File: src/eeprom_host_defines.svh
// Constants for the two-wire serial EEPROM bus controller.
// Assumes a 25 MHz system clock and a single target memory per transfer.
`ifndef EEPROM_HOST_DEFINES_SVH
`define EEPROM_HOST_DEFINES_SVH

// ****************************************************************
// Timing
// ****************************************************************
`define CLK_PERIOD_NS 40
// One quarter of a serial bit; four quarters make one serial clock.
`define QUARTER_NS 1000
`define QUARTER_CYCLES ((`QUARTER_NS + `CLK_PERIOD_NS - 1) / `CLK_PERIOD_NS)
// Longest self-timed programming cycle of the memory.
`define PROGRAM_CYCLE_TIME_MS 5
`define PROGRAM_CYCLES ((`PROGRAM_CYCLE_TIME_MS * 1000000) / `CLK_PERIOD_NS)

// ****************************************************************
// Bus words and fields
// ****************************************************************
`define BYTE_BITS 8
`define DEV_TYPE 4'hA
`define RW_READ 1'b1
`define RW_WRITE 1'b0
`define ADDR_HI 15:8
`define ADDR_LO 7:0
`define PAGE_BYTES 128
`define RECOVER_CLOCKS 9

`endif

File: src/eeprom_host_pkg.sv
// Types shared by the bus controller, its bit engine and their interface.
// Assumes the defines header sits in the same folder.
`default_nettype none
package eeprom_host_pkg;
    // User operations.
    typedef enum logic [1:0] {OP_WRITE, OP_READ_CUR, OP_READ_RAND, OP_RECOVER} op_t;
    // Bit-level bus symbols.
    typedef enum logic [1:0] {CMD_START, CMD_STOP, CMD_BIT} bit_cmd_t;
    // Sequencer steps.
    typedef enum logic [3:0] {
        ST_IDLE, ST_START, ST_TX, ST_TX_ACK, ST_GET, ST_RX, ST_RX_ACK, ST_STOP, ST_RCLK
    } state_t;
    // Which word of the transfer is in flight.
    typedef enum logic [3:0] {
        SG_DEVW, SG_ADDRH, SG_ADDRL, SG_DATA, SG_DEVR, SG_POLL, SG_RECOV1, SG_RECOV2, SG_END
    } stage_t;
endpackage
`default_nettype wire

File: src/bit_if.sv
// Handshake between the sequencer and the bit engine.
// Assumes both ends run on the same clock.
`timescale 1ns/100ps
`default_nettype none
interface bit_if;
    import eeprom_host_pkg::*;
    logic req;
    bit_cmd_t cmd;
    logic tx_bit;
    logic done;
    logic rx_bit;
    modport ctrl (output req, output cmd, output tx_bit, input done, input rx_bit);
    modport engine (input req, input cmd, input tx_bit, output done, output rx_bit);
endinterface
`default_nettype wire

File: src/eeprom_host.sv
// Bus controller for a 64K x 8 two-wire serial EEPROM: page writes with
// acknowledge polling, current, random and sequential reads, and bus recovery.
// Assumes a pull-up on the data wire and user logic on the same clock.
`timescale 1ns/100ps
`default_nettype none
`include "eeprom_host_defines.svh"
// Summary of operation
// - Data changes only while serial clock is low; high-clock changes mean start or stop.
// - Falling data with clock high is a start; a start precedes every command.
// - Recovery is start, nine clocks, start, then stop.
// - Every read, write and poll starts with a device word whose top nibble is the type code.
// - The last device-word bit is high for read, low for write.
// - Byte write sends two address bytes, one data byte, then stop.
// - Page write sends up to 127 further bytes before the stop.
// - Poll with start and device word; acknowledge comes once programming ends.
// - Current read: device word, one byte out, controller withholds acknowledge, stop.
// - Random read loads the address as a write, then repeated start and read word.
// - Each controller acknowledge fetches the next byte; no acknowledge plus stop ends.
module eeprom_host
    import eeprom_host_pkg::*;
#(
    parameter int LEN_W = 8,
    parameter int QUARTER_CYCLES = `QUARTER_CYCLES,
    parameter int PROGRAM_CYCLES = `PROGRAM_CYCLES
) (
    input wire logic clk,
    input wire logic reset_n,
    input wire logic ce,
    input wire op_t op,
    input wire logic go,
    input wire logic [2:0] dev_select,
    input wire logic [15:0] word_addr,
    input wire logic [LEN_W-1:0] length,
    input wire logic write_protect_req,
    input wire logic [7:0] wr_data,
    input wire logic wr_valid,
    output logic wr_ready,
    output logic [7:0] rd_data,
    output logic rd_valid,
    output logic busy,
    output logic done,
    output logic error,
    output logic wp,
    output logic scl,
    input wire logic sda_in,
    output logic sda_out,
    output logic sda_oe
);
    localparam int TW = $clog2(PROGRAM_CYCLES + 1);

    // ****************************************************************
    // Elaboration checks
    // ****************************************************************
    // A full page count must fit the length field.
    generate
        if (LEN_W < 8) begin : g_bad_len
            $error("LEN_W must hold a full page count");
        end
        if (PROGRAM_CYCLES < 1) begin : g_bad_prog
            $error("PROGRAM_CYCLES must be at least 1");
        end
    endgenerate

    // Device word: type code, select bits, direction.
    function automatic logic [7:0] dev_byte(input logic [2:0] sel, input logic rw);
        dev_byte = {`DEV_TYPE, sel, rw};
    endfunction

    bit_if bus ();

    state_t state;
    stage_t stage;
    op_t op_q;
    logic [2:0] sel_q;
    logic [15:0] addr_q;
    logic [LEN_W-1:0] remain;
    logic [7:0] shreg;
    logic [3:0] bitn;
    logic waiting;
    logic [TW-1:0] poll_timer;

    // ****************************************************************
    // Bit engine
    // ****************************************************************
    bit_engine #(
        .QUARTER_CYCLES(QUARTER_CYCLES)
    ) u_bit_engine (
        .clk(clk),
        .reset_n(reset_n),
        .ce(ce),
        .bus(bus),
        .sda_in(sda_in),
        .sda_oe(sda_oe),
        .scl(scl)
    );

    // ****************************************************************
    // Decode
    // ****************************************************************
    // The wire is open drain, so the only level ever driven is low.
    assign sda_out = 1'b0;
    assign busy = (state != ST_IDLE);
    assign wr_ready = (state == ST_GET);

    wire take_go = (state == ST_IDLE) && go;
    wire [LEN_W-1:0] len_eff = (length == '0) ? LEN_W'(1) : length;
    wire too_long = (op == OP_WRITE) && (length > LEN_W'(`PAGE_BYTES));
    wire last_word = (remain == LEN_W'(1));
    wire last_bit = (bitn == 4'(`BYTE_BITS - 1));
    wire last_recov = (bitn == 4'(`RECOVER_CLOCKS - 1));
    wire ack_seen = ~bus.rx_bit;
    wire poll_expired = (poll_timer >= TW'(PROGRAM_CYCLES));
    wire is_start = (state == ST_START);
    wire is_stop = (state == ST_STOP);
    // Reads withhold the acknowledge only on the last byte.
    wire rx_ack_bit = last_word;
    wire tx_data_bit = (state == ST_TX) ? shreg[7] : 1'b1;

    assign bus.req = busy && (state != ST_GET) && !waiting;
    assign bus.cmd = is_start ? CMD_START : (is_stop ? CMD_STOP : CMD_BIT);
    assign bus.tx_bit = (state == ST_RX_ACK) ? rx_ack_bit : tx_data_bit;

    // ****************************************************************
    // Engine handshake
    // ****************************************************************
    // One symbol at a time; the flag blocks a second request until done.
    always_ff @(posedge clk) begin
        if (!reset_n) begin
            waiting <= 1'b0;
        end else if (ce) begin
            if (bus.done) begin
                waiting <= 1'b0;
            end else if (bus.req) begin
                waiting <= 1'b1;
            end
        end
    end

    // ****************************************************************
    // Programming deadline
    // ****************************************************************
    // Runs only while polling, so it restarts from zero at each write stop.
    always_ff @(posedge clk) begin
        if (!reset_n) begin
            poll_timer <= '0;
        end else if (ce) begin
            if (stage != SG_POLL) begin
                poll_timer <= '0;
            end else if (!poll_expired) begin
                poll_timer <= poll_timer + TW'(1);
            end
        end
    end

    // ****************************************************************
    // Protect pin
    // ****************************************************************
    // The request comes from logic on this clock, so no synchroniser.
    always_ff @(posedge clk) begin
        if (!reset_n) begin
            wp <= 1'b0;
        end else if (ce) begin
            wp <= write_protect_req;
        end
    end

    // ****************************************************************
    // Transfer sequencer
    // ****************************************************************
    // Advances on each finished symbol; the engine itself keeps bit timing.
    always_ff @(posedge clk) begin
        if (!reset_n) begin
            state <= ST_IDLE;
            stage <= SG_END;
            op_q <= OP_WRITE;
            sel_q <= 3'h0;
            addr_q <= 16'h0000;
            remain <= '0;
            shreg <= 8'h00;
            bitn <= 4'h0;
            done <= 1'b0;
            error <= 1'b0;
            rd_data <= 8'h00;
            rd_valid <= 1'b0;
        end else if (ce) begin
            done <= 1'b0;
            rd_valid <= 1'b0;
            unique case (state)
                ST_IDLE: begin
                    if (take_go) begin
                        op_q <= op;
                        sel_q <= dev_select;
                        addr_q <= word_addr;
                        remain <= len_eff;
                        bitn <= 4'h0;
                        error <= too_long;
                        if (too_long) begin
                            done <= 1'b1;
                        end else begin
                            state <= ST_START;
                            unique case (op)
                                OP_RECOVER: stage <= SG_RECOV1;
                                OP_READ_CUR: stage <= SG_DEVR;
                                default: stage <= SG_DEVW;
                            endcase
                        end
                    end
                end
                ST_GET: begin
                    // Holding the clock low here stalls the bus until data comes.
                    if (wr_valid) begin
                        shreg <= wr_data;
                        state <= ST_TX;
                    end
                end
                default: begin
                    if (bus.done) begin
                        unique case (state)
                            ST_START: begin
                                bitn <= 4'h0;
                                if (stage == SG_RECOV1) begin
                                    state <= ST_RCLK;
                                end else if (stage == SG_RECOV2) begin
                                    state <= ST_STOP;
                                    stage <= SG_END;
                                end else begin
                                    shreg <= dev_byte(sel_q, stage == SG_DEVR ? `RW_READ : `RW_WRITE);
                                    state <= ST_TX;
                                end
                            end
                            ST_TX: begin
                                shreg <= {shreg[6:0], 1'b0};
                                bitn <= last_bit ? 4'h0 : bitn + 4'h1;
                                if (last_bit) begin
                                    state <= ST_TX_ACK;
                                end
                            end
                            ST_TX_ACK: begin
                                if (!ack_seen) begin
                                    // Busy programming answers nothing, so polling retries; other stages flag an error.
                                    state <= ST_STOP;
                                    if (stage != SG_POLL) begin
                                        error <= 1'b1;
                                        stage <= SG_END;
                                    end
                                end else begin
                                    unique case (stage)
                                        SG_DEVW: begin
                                            shreg <= addr_q[`ADDR_HI];
                                            stage <= SG_ADDRH;
                                            state <= ST_TX;
                                        end
                                        SG_ADDRH: begin
                                            shreg <= addr_q[`ADDR_LO];
                                            stage <= SG_ADDRL;
                                            state <= ST_TX;
                                        end
                                        SG_ADDRL: begin
                                            if (op_q == OP_WRITE) begin
                                                stage <= SG_DATA;
                                                state <= ST_GET;
                                            end else begin
                                                stage <= SG_DEVR;
                                                state <= ST_START;
                                            end
                                        end
                                        SG_DATA: begin
                                            remain <= remain - LEN_W'(1);
                                            state <= last_word ? ST_STOP : ST_GET;
                                        end
                                        SG_DEVR: state <= ST_RX;
                                        SG_POLL: begin
                                            state <= ST_STOP;
                                            stage <= SG_END;
                                        end
                                        default: begin
                                            state <= ST_STOP;
                                            stage <= SG_END;
                                        end
                                    endcase
                                end
                            end
                            ST_RX: begin
                                shreg <= {shreg[6:0], bus.rx_bit};
                                bitn <= last_bit ? 4'h0 : bitn + 4'h1;
                                if (last_bit) begin
                                    rd_data <= {shreg[6:0], bus.rx_bit};
                                    rd_valid <= 1'b1;
                                    state <= ST_RX_ACK;
                                end
                            end
                            ST_RX_ACK: begin
                                remain <= remain - LEN_W'(1);
                                if (last_word) begin
                                    state <= ST_STOP;
                                    stage <= SG_END;
                                end else begin
                                    state <= ST_RX;
                                end
                            end
                            ST_RCLK: begin
                                bitn <= last_recov ? 4'h0 : bitn + 4'h1;
                                if (last_recov) begin
                                    stage <= SG_RECOV2;
                                    state <= ST_START;
                                end
                            end
                            ST_STOP: begin
                                if (stage == SG_DATA) begin
                                    stage <= SG_POLL;
                                    state <= ST_START;
                                end else if (stage == SG_POLL && !poll_expired) begin
                                    state <= ST_START;
                                end else begin
                                    error <= error | (stage == SG_POLL);
                                    stage <= SG_END;
                                    state <= ST_IDLE;
                                    done <= 1'b1;
                                end
                            end
                            default: state <= ST_IDLE;
                        endcase
                    end
                end
            endcase
        end
    end
endmodule
`default_nettype wire

File: src/bit_engine.sv
// Bit engine: turns start, stop and data-bit symbols into serial clock and data.
// Assumes an open-drain data wire with a pull-up and a push-pull serial clock.
`timescale 1ns/100ps
`default_nettype none
`include "eeprom_host_defines.svh"
module bit_engine
    import eeprom_host_pkg::*;
#(
    parameter int QUARTER_CYCLES = `QUARTER_CYCLES
) (
    input wire logic clk,
    input wire logic reset_n,
    input wire logic ce,
    bit_if.engine bus,
    input wire logic sda_in,
    output logic sda_oe,
    output logic scl
);
    localparam int CW = $clog2(QUARTER_CYCLES);

    // The sampling point must lie behind the two-flop synchroniser.
    generate
        if (QUARTER_CYCLES < 3) begin : g_bad_quarter
            $error("QUARTER_CYCLES must be at least 3");
        end
    endgenerate

    logic sda_meta;
    logic sda_sync;
    logic busy;
    logic [1:0] phase;
    logic [CW-1:0] cnt;
    bit_cmd_t cmd;
    logic tx;
    logic done;
    logic rx;

    // ****************************************************************
    // Pin input synchroniser
    // ****************************************************************
    // The data wire comes from outside, so it passes two flops first.
    always_ff @(posedge clk) begin
        if (!reset_n) begin
            sda_meta <= 1'b1;
            sda_sync <= 1'b1;
        end else if (ce) begin
            sda_meta <= sda_in;
            sda_sync <= sda_meta;
        end
    end

    // ****************************************************************
    // Waveform decode
    // ****************************************************************
    // Clock is high in the middle two quarters; a stop leaves it high.
    // Data moves only in quarter 0 with the clock low, so only start and stop
    // move data in the high quarters.
    wire quarter_end = busy && (cnt == CW'(QUARTER_CYCLES - 1));
    wire mid_phase = (phase == 2'd1) || (phase == 2'd2);
    wire scl_want = (cmd == CMD_STOP) ? (phase != 2'd0) : mid_phase;
    wire start_oe = phase[1];
    wire stop_oe = ~phase[1];
    wire oe_want = (cmd == CMD_START) ? start_oe : (cmd == CMD_STOP) ? stop_oe : ~tx;
    assign bus.done = done;
    assign bus.rx_bit = rx;

    // ****************************************************************
    // Quarter sequencer
    // ****************************************************************
    // Outputs are registered, so the pins lag the phase by one cycle evenly.
    always_ff @(posedge clk) begin
        if (!reset_n) begin
            busy <= 1'b0;
            phase <= 2'd0;
            cnt <= '0;
            cmd <= CMD_BIT;
            tx <= 1'b1;
            done <= 1'b0;
            rx <= 1'b1;
            scl <= 1'b1;
            sda_oe <= 1'b0;
        end else if (ce) begin
            done <= 1'b0;
            if (!busy) begin
                if (bus.req) begin
                    busy <= 1'b1;
                    cmd <= bus.cmd;
                    tx <= bus.tx_bit;
                    phase <= 2'd0;
                    cnt <= '0;
                end
            end else begin
                scl <= scl_want;
                sda_oe <= oe_want;
                if (quarter_end) begin
                    cnt <= '0;
                    phase <= phase + 2'd1;
                    if (phase == 2'd2) begin
                        rx <= sda_sync;
                    end
                    if (phase == 2'd3) begin
                        busy <= 1'b0;
                        done <= 1'b1;
                    end
                end else begin
                    cnt <= cnt + CW'(1);
                end
            end
        end
    end
endmodule
`default_nettype wire

File: config.mk
export PLATFORM = sky130hd
export DESIGN_NAME = eeprom_host
export DESIGN_NICKNAME = d
export VERILOG_FILES = /design/src/eeprom_host_pkg.sv /design/src/bit_if.sv /design/src/eeprom_host.sv /design/src/bit_engine.sv
export VERILOG_INCLUDE_DIRS = /design/src
export SDC_FILE = /design/constraint.sdc
export NUM_CORES = 1
export LEC_CHECK = 0
export ABC_CLOCK_PERIOD_IN_PS = 2590
export BUFFER_PORTS_ARGS = -buffer_cell sky130_fd_sc_hd__buf_2
export CORE_MARGIN = 5
export CORE_UTILIZATION = 40
export DETAILED_ROUTE_END_ITERATION = 8
export PLACE_DENSITY_LB_ADDON = 0.3
export SLEW_MARGIN = 20
export SYNTH_ARGS = -nofsm -noshare
export SYNTH_HDL_FRONTEND = slang
export SYNTH_SLANG_ARGS = --single-unit
File: constraint.sdc
create_clock -name clk -period 2.59 [get_ports clk]
set_input_delay 0.6475 -clock clk [delete_from_list [all_inputs] [get_ports clk]]
set_output_delay 0.6475 -clock clk [all_outputs]
set_load 0.005 [all_outputs]
# [Word-level counts from Yosys, hierarchy flattened]
# Cells that the tools add are included.
[totals] output_inout_bits=17 register_bits=96 word_cells=237 inputBits=44
[op_classes] add_sub_neg=5 order_cmp=2 n_reduce_logical=46 eq_ne=52 mux=99 bitwise_logic=7
[op_table] op="2-to-1 mux 4 bit" n=23
[op_table] op="2-to-1 mux 8 bit" n=10
[op_table] op="one-hot mux 8 bit (2 select lines)" n=4
[op_table] op="== test 4 x 3 -> 1 bit (second input constant)" n=9
[op_table] op="2-to-1 mux 17 bit" n=2
[op_table] op="2-to-1 mux 1 bit" n=33
[op_table] op="!= test 3 bit (second input constant)" n=11
[op_table] op="one-hot mux 8 bit (4 select lines)" n=1
[op_table] op="one-hot mux 4 bit (7 select lines)" n=1
[op_table] op="one-hot mux 4 bit (2 select lines)" n=3
[op_table] op="!= test 4 bit (second input constant)" n=5
[op_table] op="one-hot mux 4 bit (5 select lines)" n=1
[op_table] op="AND reduction 9 bit" n=2
[op_table] op="adder 17 x 1 -> 17 bit (second input constant)" n=1
[op_table] op="greater-or-equal comparator 17 bit (second input constant)" n=1
[op_table] op="== test 4 x 2 -> 1 bit (second input constant)" n=4
[op_table] op="one-hot mux 4 bit (4 select lines)" n=1
[op_table] op="2-to-1 mux 5 bit" n=3
[op_table] op="2-to-1 mux 2 bit" n=7
[op_table] op="AND reduction 13 bit" n=1
[op_table] op="2-to-1 mux 3 bit" n=4
[op_table] op="!= test 4 x 3 -> 1 bit (second input constant)" n=3
[op_table] op="one-hot mux 3 bit (4 select lines)" n=1
[op_table] op="one-hot mux 4 bit (3 select lines)" n=1
[op_table] op="38 further kinds" n=79

# [Depth between registers and ports, before layout]
[logic_depth] depth_word=8 mapped_depth=8 mapped_depth_nobuf=7

# [By module]
# From an unflattened synthesis, not the netlist that was laid out.
[unflattened] hier_cells=670 area_unflattened_um2=5266.3
[by_module_without_submodules] mod="eeprom_host" seq_area_each_um2=1581.5 n_inst=1 area_per_inst_um2=4450.5 cells_per_inst=578
[by_module_without_submodules] mod="bit_engine" seq_area_each_um2=340.3 n_inst=1 area_per_inst_um2=815.8 cells_per_inst=92

# [Worst setup path before layout]
# No wires, ideal clock.
[synth_path] path_kind="input-to-reg" startpoint="input length[3]" endpoint="register state[1]" setup_time_ns=0.117 setup_slack_ns=0.517 n_path_buf=0 cell_stages=5 t_required_ns=2.473 t_arrival_ns=1.956 path_cell_list="nor4_1 > a211oi_1 > nor4_4 > o221ai_1 > a32o_1"
[synth_via] elab_chain_cells=4
[synth_rtl] element="from (decl)" line_no="eeprom_host.sv:33" text="input wire logic [LEN_W-1:0] length,"
[synth_rtl] element="greater-than comparator 8 bit" line_no="eeprom_host.sv:107" text="wire too_long = (op == OP_WRITE) && (length > LEN_W'(`PAGE_BYTES));"
[synth_rtl] element="logical AND 1 bit" line_no="eeprom_host.sv:107"
[synth_rtl] element="!= test 2 bit (no line)"
[synth_rtl] element="AND reduction 8 bit (no line)"
[synth_rtl] element="to (signal assigned)" line_no="eeprom_host.sv:269" text="state <= last_word ? ST_STOP : ST_GET;"
[synth_rtl] element="to (decl)" line_no="eeprom_host.sv:71" text="state_t state;"
# Every way passes these cells.
# A chain may end at the register's enable or synchronous reset.

# [Worst setup path after layout]
[layout_path] startpoint="register state[3]" endpoint="output busy"
[layout_via] elab_chain_cells=1
[layout_rtl] element="nonzero test 4 bit" line_no="eeprom_host.sv:102" text="assign busy = (state != ST_IDLE);"
[layout_rtl] element="to (decl)" line_no="eeprom_host.sv:40" text="output logic busy,"
# Every way passes these cells.

==> run metrics <==
Worst Setup End Kind output pin; Core Util, Final 0.474; I/O pins 61; part of the power in registers 0.407; CP Launch Type flip-flop; core area 13300 µm²; headroom to the max-slew limit 0.551; mapped cell area roughly 5500 µm²; Critical Path Sink busy; ant diodes 0; TritonCTS Buffers 9; worst-margin pin slew ~660 ps; drt first pass iters 5; vias in the first global route 5123; FILL cells 1371; first-pass GRT wire length 24900 µm; FMAX approximately 410 MHz; Die Footprint 16200 µm²; R2R cell count 6; Post-Place Cell Area 6040 µm²; largest net degree at the start of global routing 39; clock latency on the worst-skew pair about 350 ps; Vias/cell 5.78; final setup margin 172 ps; Logic pwr share 0.306; Sw Ratio 0.349; final hold vios 0; clock sinks 96; Crit Reg-Reg Startpoint state[3]$_SDFFE_PN0P_; CTS tree yes; Die Width 127 µm; Worst-path clk slew 60 ps; Routability Congestion 0.891; Final Skew 6.98 ps; Worst R2R Setup Slack 250 ps; Clock Tree Root clkbuf_16; syn avg cell area 7.76 µm²; Critical Path Start state[3]$_SDFFE_PN0P_; power density over the cells ~670 nW/µm²; Sw Pwr ~1.5 mW; ys flop type dfxtp_1; hold buffer count at cts 0; Synth Register Bits 96; drt wl/cell 16.1 µm; area delta synth->final 14.9%; Detailed Route WL between 15000 and 20000 µm; R2R Path End state[1]$_SDFFE_PN0P_; CP max FO 15; Synth Warn # 0; Slew Viols, Final 0; ratio of final minimum period to clock period 0.934; register area share after synthesis 0.349; Internal Power 2.76 mW; CP Class flip-flop to output pin; Post-synth EDFFs 0; Die Y-Extent 127 µm; status finished clean; Post-Syn Instances a little over 700; fin nets about 810; routed vias 5418; H-tree Lvls 3; count of cell types in the netlist 76; net count after synthesis roughly 760; detailed placement HPWL 11200 µm; fin cells 937; number of port buffers about 60; maximum VDD drop 0.333 mV; Power, Total between 4 and 5 mW; global-route usage over all layers 0.187; FFs w/ async S/R, synth 0; Initial Utilization 0.412; Setup-failing EPs final 0; ANT nets after route 0; Arr. time, crit path 1770 ps; gr ovfl total 0; setup bufs post-CTS 0; Hold Path Class flip-flop to flip-flop; fraction of layout cells with a size suffix above 1 0.168; Setup TNS 0 ps; CP required 1940 ps; Layout Cell Area excl Fill 6320 µm²; worst slack at placement 201 ps; WHS 457 ps; RSZ-0062 raised after global routing no; DR iter-0 viols 390; std cell rows 42; cell total after placement 921; CTS max path bufs 2; initial antenna violation count 0; max-capacitance violation count 0; DR DRC count 0; Leakage 2.29 nW; post-layout min period 2420 ps; Clock Power Share 0.287
[area by class of cell]
cell class	count	area [µm²]	area share
timing repair buffer	91	536	0.0847
inverter	21	78.8	0.0125
sequential	96	1930	0.305
clock inverter	5	33.8	0.00534
clock buffer	11	233	0.0368
multi-input combinational	537	3290	0.521
tap	176	220	0.0348
[worst min-delay path by stage]
stage,endpoint,start,slack (ps),cells past startpoint
global placement,addr_q[9]$_SDFFE_PN0P_,addr_q[9]$_SDFFE_PN0P_,440,2
CTS,addr_q[9]$_SDFFE_PN0P_,addr_q[9]$_SDFFE_PN0P_,460,2
global route,addr_q[3]$_SDFFE_PN0P_,addr_q[3]$_SDFFE_PN0P_,470,2
floorplan,u_bit_engine.cnt[4]$_SDFFE_PN0P_,u_bit_engine.cnt[4]$_SDFFE_PN0P_,420,1
finish,addr_q[5]$_SDFFE_PN0P_,addr_q[5]$_SDFFE_PN0P_,460,2
detailed placement,addr_q[9]$_SDFFE_PN0P_,addr_q[9]$_SDFFE_PN0P_,450,2
[per-layer routing]
layer	track usage	share of wire	vias up	routed length (µm)
li1	-	-	2680	-
met1	0.237	0.45	2547	6760
met2	0.315	0.48	166	7240
met3	0.0355	0.048	25	731
met4	0.0757	0.025	0	381
met5	0	0	-	0
[synth_stat cells, types with 3 or more instances]
cell | instances | share of area
a21o_1 | 7 | 0.0096
ha_1 | 11 | 0.025
a31oi_1 | 7 | 0.0080
nand2b_1 | 5 | 0.0057
and3_1 | 6 | 0.0068
nor2_1 | 56 | 0.038
nor4b_1 | 5 | 0.0080
a21oi_1 | 83 | 0.076
o22ai_1 | 9 | 0.010
buf_1 | 4 | 0.0027
and4_1 | 3 | 0.0048
o21ai_0 | 30 | 0.027
mux2i_1 | 27 | 0.049
a211oi_1 | 13 | 0.018
clkbuf_1 | 41 | 0.028
nor4_1 | 5 | 0.0057
o221ai_1 | 3 | 0.0048
mux2_2 | 3 | 0.0061
inv_1 | 21 | 0.014
nor3b_1 | 5 | 0.0068
o31ai_1 | 9 | 0.012
nor4bb_1 | 5 | 0.0091
dfxtp_1 | 96 | 0.35
o31a_1 | 3 | 0.0048
nor3_1 | 14 | 0.013
nand4bb_1 | 3 | 0.0061
or3_1 | 7 | 0.0080
nand2_1 | 96 | 0.066
or2_2 | 3 | 0.0034
o211ai_1 | 8 | 0.011
and4b_1 | 3 | 0.0055
nand3b_1 | 3 | 0.0041
or4_1 | 12 | 0.016
nand3_1 | 26 | 0.024
nand4_1 | 7 | 0.0080
nor2b_1 | 9 | 0.010
buf_2 | 8 | 0.0073
[flip-flops by register name, indices dropped and copies added, names as in the netlist, 2 cells and up]
signal / flops
op_q: 2
u_bit_engine.cmd: 2
shreg: 8
rd_data: 8
u_bit_engine.cnt: 5
stage: 4
u_bit_engine.phase: 2
state: 4
bitn: 4
poll_timer: 17
addr_q: 16
sel_q: 3
remain: 8
[kinds of logic (layout without fill, tap and decap cells)]
family | Yosys count | in the layout | synth area share
and+or+nand+nor | 291 | 291 | 0.280
AOI/OAI and AO/OA | 202 | 202 | 0.231
buffers and inverters | 76 | 128 | 0.0557
muxes | 30 | 30 | 0.0553
adders and majority gates | 11 | 11 | 0.0250
other | 1 | 1 | 0.000682
DFF | 96 | 96 | 0.349
xor gates and xnor gates | 2 | 2 | 0.00319
[worst max-delay path: stages (launching register included)]
cell     delay (ps)
dfxtp_1         470
nor4_2          400
inv_1           210
buf_4           210
buf_2           130
[power groups by stage]
| stage | clock [mW] | combinational (mW) | sequential, mW |
|---|---|---|---|
| CTS | 1.26 | 1.29 | 1.72 |
| global placement | 0 | 1.25 | 1.75 |
| floorplan | 0 | 0.941 | 1.68 |
| finish | 1.22 | 1.30 | 1.73 |
| detailed placement | 0 | 1.28 | 1.76 |
| global route | 1.31 | 1.43 | 1.75 |
[what timing repair did]
item,4_1_cts,5_1_grt
resized for setup,2,2
setup endpoints to repair,1,1
pin swaps,0,0
gates cloned,0,0
[cell usage in the layout (no fill, tap or decap), drive strengths merged, types with 14 or more instances in the layout]
| cell type | instances |
|---|---|
| nand3 | 26 |
| a21oi | 84 |
| buf | 91 |
| nor2 | 57 |
| o21ai | 32 |
| inv | 21 |
| dfxtp | 96 |
| nor3 | 14 |
| nand2 | 96 |
| mux2i | 27 |
No activity file was read; power rests on OpenSTA's default activity.
